**config.mk**
```make
export PLATFORM = sky130hd
export DESIGN_NAME = sbt_timer
export DESIGN_NICKNAME = d
export VERILOG_FILES = /design/src/pkg/sbt_pkg.sv /design/src/core/sbt_timer.sv
export SDC_FILE = /design/constraint.sdc
export NUM_CORES = 1
export LEC_CHECK = 0
export BUFFER_PORTS_ARGS = -buffer_cell sky130_fd_sc_hd__buf_2
export CORE_MARGIN = 10
export CORE_UTILIZATION = 55
export CTS_CLUSTER_DIAMETER = 100
export CTS_CLUSTER_SIZE = 20
export DETAILED_ROUTE_END_ITERATION = 10
export MAX_ROUTING_LAYER = met4
export PLACE_DENSITY = 0.71
export RECOVER_POWER = 25
export SLEW_MARGIN = 30
export SYNTH_ARGS = -nofsm -noshare
export SYNTH_HDL_FRONTEND = slang
export SYNTH_SLANG_ARGS = --single-unit
```
**constraint.sdc**
```tcl
create_clock -name clk_i -period 4.8 [get_ports clk_i]
set_input_delay 0.72 -clock clk_i [delete_from_list [all_inputs] [get_ports clk_i]]
set_output_delay 0.72 -clock clk_i [all_outputs]
set_load 0.01 [all_outputs]
```
**src/pkg/sbt_pkg.sv**
```systemverilog
/*
  Constants shared by the sixteen-bit timer: register byte offsets,
  field positions, mode and event codes, and reset values.
  Assumes a 32-bit APB register bus with word-aligned registers.
*/
package sbt_pkg;

  // register byte offsets; per-half registers sit one word apart
  localparam logic [11:0] OFS_CFG     = 12'h000;
  localparam logic [11:0] OFS_MODE    = 12'h004;
  localparam logic [11:0] OFS_CTL     = 12'h00c;
  localparam logic [11:0] OFS_IMR     = 12'h010;
  localparam logic [11:0] OFS_RIS     = 12'h014;
  localparam logic [11:0] OFS_MIS     = 12'h018;
  localparam logic [11:0] OFS_ICR     = 12'h01c;
  localparam logic [11:0] OFS_ILR     = 12'h020;
  localparam logic [11:0] OFS_MATCH   = 12'h028;
  localparam logic [11:0] OFS_PRE     = 12'h030;
  localparam logic [11:0] OFS_VAL     = 12'h038;
  localparam logic [11:0] HALF_STRIDE = 12'h004;

  // configuration value for two independent halves
  localparam logic [2:0] CFG_HALVES = 3'h4;

  // half mode register fields
  localparam int MR_CMR = 2;
  localparam int MR_AMS = 3;
  localparam logic [1:0] MODE_ONESHOT  = 2'h1;
  localparam logic [1:0] MODE_PERIODIC = 2'h2;
  localparam logic [1:0] MODE_CAPTURE  = 2'h3;

  // control register fields, one byte per half
  localparam int CTL_STRIDE = 8;
  localparam int CTL_EN     = 0;
  localparam int CTL_STALL  = 1;
  localparam int CTL_EVT    = 2;
  localparam int CTL_OTE    = 5;
  localparam int CTL_PWML   = 6;

  // edge selection codes
  localparam logic [1:0] EVT_RISE = 2'h0;
  localparam logic [1:0] EVT_FALL = 2'h1;
  localparam logic [1:0] EVT_RSVD = 2'h2;
  localparam logic [1:0] EVT_BOTH = 2'h3;

  // status / mask / clear bit layout, one nibble per half
  localparam int IRQ_STRIDE = 4;
  localparam int IRQ_TO     = 0;
  localparam int IRQ_MATCH  = 1;
  localparam int IRQ_CAP    = 2;

  // reset values and counter constants
  localparam logic [15:0] ILR_RST = 16'hffff;
  localparam logic [7:0]  PRE_RST = 8'h00;
  localparam logic [15:0] CNT_ZERO = 16'h0000;
  localparam logic [15:0] CNT_STEP = 16'h0001;
  localparam logic [7:0]  PSC_ZERO = 8'h00;
  localparam logic [7:0]  PSC_STEP = 8'h01;

endpackage

```
**src/core/sbt_timer.sv**
```systemverilog
/*
  Sixteen-bit dual-half timer with APB register slave. Each half runs
  one-shot/periodic down-counting with prescaler, edge counting, edge
  timing with capture, or simple PWM on its capture/compare pin.
  Assumes one 50 MHz clock and an APB master; pin inputs are async.
*/
// The register offsets and the APB register port are this design's own decisions.
// What this block does
// - config value 0x4 splits into two halves
// - halves count down, optional 8-bit prescaler
// - mode field picks one-shot or periodic
// - mode 0x1 one-shot, 0x2 periodic
// - enable starts counting from held value
// - reload interval and prescale after zero
// - one-shot stops and clears enable; periodic continues
// - sticky time-out flag, masked flag, interrupt
// - trigger pulse only when trigger enabled
// - interval write loads counter next cycle
// - stall bit freezes the count
// - decrement every prescale plus one clocks
// - no prescaler in edge or PWM modes
// - edge count mode counts selected edges down
// - each edge decrements; match sets match flag
// - after match reload, disable, ignore edges
// - edge time free-runs from interval, one edge
// - selected edge captures count, sets capture flag
// - edge time keeps running, reloads at zero
// - PWM selected by alternate, capture, mode bits
// - PWM reloads at zero, raises no flags
// - PWM high at start, low at match, invertible
`timescale 1ns/1ns
module sbt_timer #(
  parameter int ADDR_W = 12
) (
  input  wire logic              clk_i,
  input  wire logic              rst_n_i,
  input  wire logic              psel_i,
  input  wire logic              penable_i,
  input  wire logic              pwrite_i,
  input  wire logic [ADDR_W-1:0] paddr_i,
  input  wire logic [31:0]       pwdata_i,
  output      logic [31:0]       prdata_o,
  output      logic              pready_o,
  output      logic              pslverr_o,
  input  wire logic [1:0]        ccp_i,
  output      logic [1:0]        ccp_o,
  output      logic [1:0]        ccp_oe_o,
  output      logic [1:0]        trig_o,
  output      logic              irq_o
);

  if (ADDR_W < 12) begin : g_chk
    $error("sbt_timer: ADDR_W must be at least 12");
  end

  typedef struct packed {
    logic [2:0]       cfg;
    logic [1:0][3:0]  mode;
    logic [15:0]      ctl;
    logic [7:0]       imr;
    logic [7:0]       ris;
    logic [1:0][15:0] ilr;
    logic [1:0][15:0] mat;
    logic [1:0][15:0] cnt;
    logic [1:0][15:0] cap;
    logic [1:0][7:0]  pre;
    logic [1:0][7:0]  psc;
    logic [1:0]       pwm;
    logic [1:0]       trig;
    logic [1:0]       s1;
    logic [1:0]       s2;
    logic [1:0]       s3;
    logic [1:0]       lvl;
    logic [31:0]      prdata;
    logic             pslverr;
  } sbt_state_s;

  sbt_state_s r_r;
  sbt_state_s r_nxt;

  logic [1:0] to_ev;
  logic [1:0] cap_ev;
  logic [1:0] ilr_wr;
  logic [1:0] pwm_m;
  logic [11:0] addr;

  assign addr = paddr_i[11:0];

  // next-state: bus, pin synchronisers, both halves, read mux
  always_comb begin
    logic        wr;
    logic [7:0]  clr;
    logic [7:0]  set;
    logic [1:0]  rise;
    logic [1:0]  fall;
    logic        hit;
    logic [31:0] rdat;
    logic [11:0] ofs;
    int          cb;
    int          ib;
    logic        en;
    logic        run;
    logic [3:0]  m;
    logic        per_m;
    logic        cnt_m;
    logic        tim_m;
    logic [1:0]  evt;
    logic        q;
    logic [15:0] dec;
    r_nxt = r_r;
    r_nxt.trig = '0;
    to_ev = '0;
    cap_ev = '0;
    ilr_wr = '0;
    pwm_m = '0;
    wr = psel_i & penable_i & pwrite_i;
    clr = '0;
    set = '0;
    rise = '0;
    fall = '0;
    hit = 1'b0;
    rdat = '0;
    ofs = '0;
    cb = 0;
    ib = 0;
    en = 1'b0;
    run = 1'b0;
    m = '0;
    per_m = 1'b0;
    cnt_m = 1'b0;
    tim_m = 1'b0;
    evt = '0;
    q = 1'b0;
    dec = '0;

    // three-stage pin sync; a level counts once stages two and three agree
    r_nxt.s1 = ccp_i;
    r_nxt.s2 = r_r.s1;
    r_nxt.s3 = r_r.s2;
    for (int n = 0; n < 2; n++) begin
      if (r_r.s2[n] == r_r.s3[n] && r_r.s3[n] != r_r.lvl[n]) begin
        r_nxt.lvl[n] = r_r.s3[n];
        rise[n] = r_r.s3[n];
        fall[n] = ~r_r.s3[n];
      end
    end

    // register writes take effect in the access phase
    if (wr) begin
      case (addr)
        sbt_pkg::OFS_CFG: r_nxt.cfg = pwdata_i[2:0];
        sbt_pkg::OFS_CTL: r_nxt.ctl = pwdata_i[15:0];
        sbt_pkg::OFS_IMR: r_nxt.imr = pwdata_i[7:0];
        sbt_pkg::OFS_ICR: clr = pwdata_i[7:0];
        default: ;
      endcase
      for (int n = 0; n < 2; n++) begin
        ofs = 12'(n) * sbt_pkg::HALF_STRIDE;
        if (addr == sbt_pkg::OFS_MODE + ofs) begin
          r_nxt.mode[n] = pwdata_i[3:0];
        end
        if (addr == sbt_pkg::OFS_ILR + ofs) begin
          r_nxt.ilr[n] = pwdata_i[15:0];
          r_nxt.cnt[n] = pwdata_i[15:0];
          ilr_wr[n] = 1'b1;
        end
        if (addr == sbt_pkg::OFS_MATCH + ofs) begin
          r_nxt.mat[n] = pwdata_i[15:0];
        end
        if (addr == sbt_pkg::OFS_PRE + ofs) begin
          r_nxt.pre[n] = pwdata_i[7:0];
        end
      end
    end

    // per-half counting; hardware enable clear overrides a same-cycle write
    for (int n = 0; n < 2; n++) begin
      cb = n * sbt_pkg::CTL_STRIDE;
      ib = n * sbt_pkg::IRQ_STRIDE;
      m = r_r.mode[n];
      en = r_r.ctl[cb + sbt_pkg::CTL_EN];
      run = (r_r.cfg == sbt_pkg::CFG_HALVES) & en
            & ~r_r.ctl[cb + sbt_pkg::CTL_STALL];
      pwm_m[n] = m[sbt_pkg::MR_AMS] & ~m[sbt_pkg::MR_CMR]
                 & (m[1:0] == sbt_pkg::MODE_PERIODIC);
      per_m = ~m[sbt_pkg::MR_AMS] & ~m[sbt_pkg::MR_CMR]
              & (m[1:0] == sbt_pkg::MODE_ONESHOT
                 | m[1:0] == sbt_pkg::MODE_PERIODIC);
      cnt_m = ~m[sbt_pkg::MR_CMR]
              & (m[1:0] == sbt_pkg::MODE_CAPTURE);
      tim_m = m[sbt_pkg::MR_CMR]
              & (m[1:0] == sbt_pkg::MODE_CAPTURE);
      evt = r_r.ctl[cb + sbt_pkg::CTL_EVT +: 2];
      // reserved code counts nothing; timing mode never takes both edges
      if (cnt_m) begin
        case (evt)
          sbt_pkg::EVT_RISE: q = rise[n];
          sbt_pkg::EVT_FALL: q = fall[n];
          sbt_pkg::EVT_BOTH: q = rise[n] | fall[n];
          default:           q = 1'b0;
        endcase
      end else begin
        q = (evt == sbt_pkg::EVT_FALL) ? fall[n]
            : (evt != sbt_pkg::EVT_RSVD) & rise[n];
      end

      if (run && !ilr_wr[n]) begin
        if (per_m) begin
          if (r_r.cnt[n] == sbt_pkg::CNT_ZERO) begin
            r_nxt.cnt[n] = r_r.ilr[n];
            r_nxt.psc[n] = r_r.pre[n];
            to_ev[n] = 1'b1;
            if (m[1:0] == sbt_pkg::MODE_ONESHOT) begin
              r_nxt.ctl[cb + sbt_pkg::CTL_EN] = 1'b0;
            end
          end else if (r_r.psc[n] == sbt_pkg::PSC_ZERO) begin
            r_nxt.psc[n] = r_r.pre[n];
            r_nxt.cnt[n] = r_r.cnt[n] - sbt_pkg::CNT_STEP;
          end else begin
            r_nxt.psc[n] = r_r.psc[n] - sbt_pkg::PSC_STEP;
          end
        end else if (pwm_m[n] || tim_m) begin
          // prescaler bypassed here, one step per clock
          r_nxt.cnt[n] = (r_r.cnt[n] == sbt_pkg::CNT_ZERO)
                         ? r_r.ilr[n]
                         : r_r.cnt[n] - sbt_pkg::CNT_STEP;
        end else if (cnt_m && q) begin
          dec = r_r.cnt[n] - sbt_pkg::CNT_STEP;
          if (dec == r_r.mat[n]) begin
            set[ib + sbt_pkg::IRQ_MATCH] = 1'b1;
            r_nxt.cnt[n] = r_r.ilr[n];
            r_nxt.ctl[cb + sbt_pkg::CTL_EN] = 1'b0;
          end else begin
            r_nxt.cnt[n] = dec;
          end
        end
        if (tim_m && q) begin
          r_nxt.cap[n] = r_r.cnt[n];
          cap_ev[n] = 1'b1;
        end
        if (pwm_m[n]) begin
          if (r_r.cnt[n] == r_r.ilr[n]) begin
            r_nxt.pwm[n] = 1'b1;
          end else if (r_r.cnt[n] == r_r.mat[n]) begin
            r_nxt.pwm[n] = 1'b0;
          end
        end
      end
      set[ib + sbt_pkg::IRQ_TO] = to_ev[n];
      set[ib + sbt_pkg::IRQ_CAP] = cap_ev[n];
      r_nxt.trig[n] = to_ev[n] & r_r.ctl[cb + sbt_pkg::CTL_OTE];
    end

    // sticky status: a same-cycle event beats the clear
    r_nxt.ris = (r_r.ris & ~clr) | set;

    // read data is sampled in the setup phase, one cycle before access
    if (psel_i && !penable_i) begin
      hit = 1'b1;
      case (addr)
        sbt_pkg::OFS_CFG: rdat = {29'h0, r_r.cfg};
        sbt_pkg::OFS_CTL: rdat = {16'h0, r_r.ctl};
        sbt_pkg::OFS_IMR: rdat = {24'h0, r_r.imr};
        sbt_pkg::OFS_RIS: rdat = {24'h0, r_r.ris};
        sbt_pkg::OFS_MIS: rdat = {24'h0, r_r.ris & r_r.imr};
        sbt_pkg::OFS_ICR: rdat = '0;
        default:          hit = 1'b0;
      endcase
      for (int n = 0; n < 2; n++) begin
        ofs = 12'(n) * sbt_pkg::HALF_STRIDE;
        m = r_r.mode[n];
        if (addr == sbt_pkg::OFS_MODE + ofs) begin
          rdat = {28'h0, m};
          hit = 1'b1;
        end
        if (addr == sbt_pkg::OFS_ILR + ofs) begin
          rdat = {16'h0, r_r.ilr[n]};
          hit = 1'b1;
        end
        if (addr == sbt_pkg::OFS_MATCH + ofs) begin
          rdat = {16'h0, r_r.mat[n]};
          hit = 1'b1;
        end
        if (addr == sbt_pkg::OFS_PRE + ofs) begin
          rdat = {24'h0, r_r.pre[n]};
          hit = 1'b1;
        end
        if (addr == sbt_pkg::OFS_VAL + ofs) begin
          // capture register in edge-time mode, live count otherwise
          rdat = (m[sbt_pkg::MR_CMR] && m[1:0] == sbt_pkg::MODE_CAPTURE)
                 ? {16'h0, r_r.cap[n]} : {16'h0, r_r.cnt[n]};
          hit = 1'b1;
        end
      end
      r_nxt.prdata = rdat;
      r_nxt.pslverr = ~hit | (paddr_i[ADDR_W-1:0] >> 12 != '0);
    end
  end

  // single state register
  always_ff @(posedge clk_i or negedge rst_n_i) begin
    if (!rst_n_i) begin
      r_r <= '0;
      r_r.ilr <= {sbt_pkg::ILR_RST, sbt_pkg::ILR_RST};
      r_r.cnt <= {sbt_pkg::ILR_RST, sbt_pkg::ILR_RST};
      r_r.pre <= {sbt_pkg::PRE_RST, sbt_pkg::PRE_RST};
    end else begin
      r_r <= r_nxt;
    end
  end

  // outputs; zero-wait slave
  assign pready_o  = 1'b1;
  assign prdata_o  = r_r.prdata;
  assign pslverr_o = r_r.pslverr & psel_i & penable_i;
  assign trig_o    = r_r.trig;
  assign irq_o     = |(r_r.ris & r_r.imr);
  assign ccp_o     = r_r.pwm
                     ^ {r_r.ctl[sbt_pkg::CTL_STRIDE + sbt_pkg::CTL_PWML],
                        r_r.ctl[sbt_pkg::CTL_PWML]};
  assign ccp_oe_o  = pwm_m & {2{r_r.cfg == sbt_pkg::CFG_HALVES}};

  // checks watch half a, except capture, which the bench runs on half b
  chk_cfg_gate: assert property (
    @(posedge clk_i) disable iff (!rst_n_i)
    r_r.cfg != sbt_pkg::CFG_HALVES && !ilr_wr[0] |=> $stable(r_r.cnt[0]))
    else $error("half counted outside 16-bit configuration");

  chk_reload_zero: assert property (
    @(posedge clk_i) disable iff (!rst_n_i)
    to_ev[0] |=> r_r.cnt[0] == $past(r_r.ilr[0]))
    else $error("time-out did not reload interval value");

  chk_oneshot_stop: assert property (
    @(posedge clk_i) disable iff (!rst_n_i)
    to_ev[0] && r_r.mode[0][1:0] == sbt_pkg::MODE_ONESHOT
    |=> !r_r.ctl[sbt_pkg::CTL_EN])
    else $error("one-shot half kept its enable");

  chk_flag_sticky: assert property (
    @(posedge clk_i) disable iff (!rst_n_i)
    r_r.ris[sbt_pkg::IRQ_TO] && !(psel_i && penable_i && pwrite_i
    && addr == sbt_pkg::OFS_ICR) |=> r_r.ris[sbt_pkg::IRQ_TO])
    else $error("time-out flag dropped without clear");

  chk_trig_gate: assert property (
    @(posedge clk_i) disable iff (!rst_n_i)
    trig_o[0] |-> $past(to_ev[0]) && $past(r_r.ctl[sbt_pkg::CTL_OTE]))
    else $error("trigger without enabled time-out");

  chk_ilr_load: assert property (
    @(posedge clk_i) disable iff (!rst_n_i)
    ilr_wr[0] |=> r_r.cnt[0] == $past(pwdata_i[15:0]))
    else $error("interval write not taken by counter");

  chk_stall_hold: assert property (
    @(posedge clk_i) disable iff (!rst_n_i)
    r_r.ctl[sbt_pkg::CTL_STALL] && !ilr_wr[0] |=> $stable(r_r.cnt[0]))
    else $error("stalled half changed its count");

  // edge counting leaves psc untouched, so mode 3 must be kept out here
  chk_prescale_wait: assert property (
    @(posedge clk_i) disable iff (!rst_n_i)
    r_r.psc[0] != sbt_pkg::PSC_ZERO && r_r.cnt[0] != sbt_pkg::CNT_ZERO
    && !r_r.mode[0][sbt_pkg::MR_CMR] && !r_r.mode[0][sbt_pkg::MR_AMS]
    && r_r.mode[0][1:0] != sbt_pkg::MODE_CAPTURE
    && !ilr_wr[0] |=> $stable(r_r.cnt[0]))
    else $error("count stepped before prescale expired");

  chk_capture_val: assert property (
    @(posedge clk_i) disable iff (!rst_n_i)
    cap_ev[1] |=> r_r.cap[1] == $past(r_r.cnt[1])
    && r_r.ris[sbt_pkg::IRQ_STRIDE + sbt_pkg::IRQ_CAP])
    else $error("capture value or flag wrong");

  chk_trig_fire: assert property (
    @(posedge clk_i) disable iff (!rst_n_i)
    to_ev[0] && r_r.ctl[sbt_pkg::CTL_OTE] |=> trig_o[0])
    else $error("enabled time-out gave no trigger");

  chk_match_stop: assert property (
    @(posedge clk_i) disable iff (!rst_n_i)
    $rose(r_r.ris[sbt_pkg::IRQ_MATCH])
    |-> !r_r.ctl[sbt_pkg::CTL_EN] && r_r.cnt[0] == r_r.ilr[0])
    else $error("edge-count match left half enabled or not reloaded");

endmodule

```
==> run_results.csv <==
group,metric,value,unit
cells_and_area,layout_commonest_cell,"nand2_1",
timing,slew_violations,51,
floorplanning,start_util,55.7,%
yosys,synth_edf_count,0,
route,route.vias.total,14100,
route,wire_per_inst,24.1,µm
floorplanning,pin_count,92,
grt,grt_first_pass_wirelength,81000,µm
yosys,synthSimpleGateAreaFrac,19.1,%
yosys,synth-seq-area-share,38.1,%
setup_path,critPathCaptureType,"flip-flop",
hold_path,holdCritStartpoint,"ccp_i[0]",
timing,timing.slew.headroom,-92.9,%
power_and_ir_drop,p_per_area,234,mW/mm²
yosys,synth_xor_area_share,6.12,%
timing,fin_skew,0.0259,ns
cells_and_area,final_layout_size_suffix_gt1_share,18.1,%
floorplanning,rows,61,
timing,whs,0.320,ns
outcome,outcome,"finished with violations",
cells_and_area,fin_cells,2164,
setup_path,start_kind,"flip-flop",
route,drt-pass1-iter-count,8,
grt,grtUsageMet3,4.66,%
clock_tree,clock_sinks,232,
outcome,violations,"capacitance limit, slew limit",
clock_tree,htreeDepth,1,
yosys,ys_types,85,
grt,grt_usage,29.5,%
timing,timing.fmax,252,MHz
setup_path,reg2reg_depth,11,
place,pre_cts_slack,0.906,ns
floorplanning,die-height,188,µm
grt,met1_usage,37.0,%
setup_path,cp_max_fo,13,
cells_and_area,diodes,0,
floorplanning,dieArea,0.0352,mm²
place,place_area,0.0159,mm²
timing,rsz0062_at_grt,"no",
floorplanning,coreArea,0.0278,mm²
power_and_ir_drop,power,3.83,mW
place,portBuffers,58,
route,drtIter0Drc,1305,
grt,grt_max_degree,82,
yosys,muxShareOfSynthArea,11.1,%
grt,overflow,0,
place,dp.cells,2136,
clock_tree,hold_buffers,0,
place,finalWeightedCongestion,0.989,
grt,grt_pass1_vias,14000,
route,wl,52200,µm
clock_tree,clock_latency,0.51,ns
route,ant_nets,0,
grt,use_met2,46.2,%
timing,hold_viol,0,
hold_path,min_to,"r_nxt[37]",
setup_path,reg2reg_to,"r_r[127]",
clock_tree,cts_tree,"done",
setup_path,worstPathRequired,5.24,ns
grt,grt-busiest-layer,"met2",
clock_tree,cts-buffers-inserted,16,
yosys,ys_async_sr_fraction,100,%
flow_run,cap_violations,1,
clock_tree,cts.path.max_buffers,3,
setup_path,regToRegStartpoint,"r_r[125]",
yosys,syn_inst,1803,
timing,worstMarginPinSlew,2.89,ns
setup_path,worstSetupPathType,"reg -> reg",
clock_tree,root_buffer,"clkbuf_16",
timing,fin_tns_setup,0,ns
yosys,synth_top_family_by_area,"simple AND/OR/NAND/NOR gates",
yosys,ys_warn_count,0,
yosys,netlist_area,0.0155,mm²
hold_path,hold_path_class,"in -> reg",
yosys,synthFlopType,"dfrtp_1",
route,drcViolationCount,0,
timing,fin_crit_sh,82.5,%
cells_and_area,layout_common_cells,"nand2_1, dfrtp_1, o21ai_0",
setup_path,rrSetupSlack,0.84,ns
clock_tree,cts_resized,0,
grt,grt_antenna_before_repair,0,
route,viasPerCell,6.50,
setup_path,critPathArrivalTime,4.40,ns
clock_tree,clk_pin_slew,0.10,ns
hold_path,hold_depth,1,
cells_and_area,fillers,2575,
yosys,synth_compound_area_share,18.8,%
timing,setup_viol,0,
cells_and_area,area_growth,5.81,%
yosys,synthAdderAreaFrac,0.938,%
power_and_ir_drop,ir_drop,238,µV
clock_tree,post_cts_buffers,0,
floorplanning,die_w,188,µm
yosys,synth-seq-cells,232,
yosys,syn_avg_cell_area,8.58,µm²
cells_and_area,nNetsFinal,1837,
place,dp_hpwl,37600,µm
timing,fin_ws,0.839,ns
cells_and_area,final_design_area_no_fill,0.0164,mm²
power_and_ir_drop,cellLeakagePower,7.06,nW
timing,period_minus_slack,3.96,ns
cells_and_area,final_util,58.9,%
## synthesized netlist by cell type, types with 23 or more instances
master    count  area [µm²]
a211oi_1     29         218
a21oi_1     129         646
a31oi_1      23         144
buf_4        38         285
clkbuf_1     91         342
dfrtp_1     168        4200
dfstp_2      64        1680
inv_1        30         113
mux2_2      113        1270
mux2i_1      42         420
nand2_1     311        1170
nand3_1      35         175
nor2_1      123         462
nor3_1       36         180
o211ai_1     26         195
o21ai_0     133         666
xnor2_1      71         622
xor2_1       37         324
## worst max-delay path, cell delays in order (launching register included)
cell	delay, ns
dfstp_2	0.71
inv_1	0.09
ha_1	0.27
and2b_1	0.26
and2_1	0.27
o21a_1	0.20
a211o_1	0.28
a2111oi_2	0.33
o2111ai_2	0.51
mux2_2	0.44
a32o_1	0.25
a2bb2o_2	0.25
## routing by layer
| metal | vias up | wire length (µm) |
|---|---|---|
| li1 | 6311 | - |
| met1 | 6873 | 21200 |
| met2 | 706 | 24100 |
| met3 | 173 | 4370 |
| met4 | 0 | 2560 |
| met5 | - | 0 |
## where the power goes
| group | internal, mW | total (mW) | switching (mW) |
|---|---|---|---|
| logic | 0.109 | 0.349 | 0.239 |
| clock network | 0.692 | 1.45 | 0.759 |
| registers | 1.99 | 2.03 | 0.0385 |
| total | 2.79 | 3.83 | 1.04 |
## sequential cells by signal, indices dropped and copies added, names as in the netlist
name,cells
r_r,210
r_nxt,4
prdata_o,16
trig_o,2
## layout make-up
| class | instances | area (µm²) | share of cell area (%) |
|---|---|---|---|
| Multi-Input combinational cell | 1396 | 8760 | 53.5 |
| Sequential cell | 232 | 5890 | 36.0 |
| Timing Repair Buffer | 100 | 637 | 3.89 |
| Tap cell | 378 | 473 | 2.89 |
| Clock buffer | 26 | 469 | 2.87 |
| Inverter | 30 | 113 | 0.688 |
| Clock inverter | 2 | 31.3 | 0.191 |
## how the worst max path moves through the flow
stage,start,cells past startpoint,slack (ns),end
after detailed placement,r_r[125],11,0.91,r_r[127]
after CTS,r_r[125],11,0.87,r_r[127]
final,r_r[125],11,0.84,r_r[127]
after floorplan,r_r[126],14,1.40,r_r[139]
after global placement,r_r[125],11,0.93,r_r[127]
after global routing,r_r[125],11,0.68,r_r[127]
## cell families after synthesis
logic type,Yosys count
DFF,232
other,2
xor gates and xnor gates,108
and+or+nand+nor,636
AOI/OAI and AO/OA,466
adders and majority gates,12
buffers and inverters,190
muxes,157
Note: power is estimated with default switching activity, not from simulation.
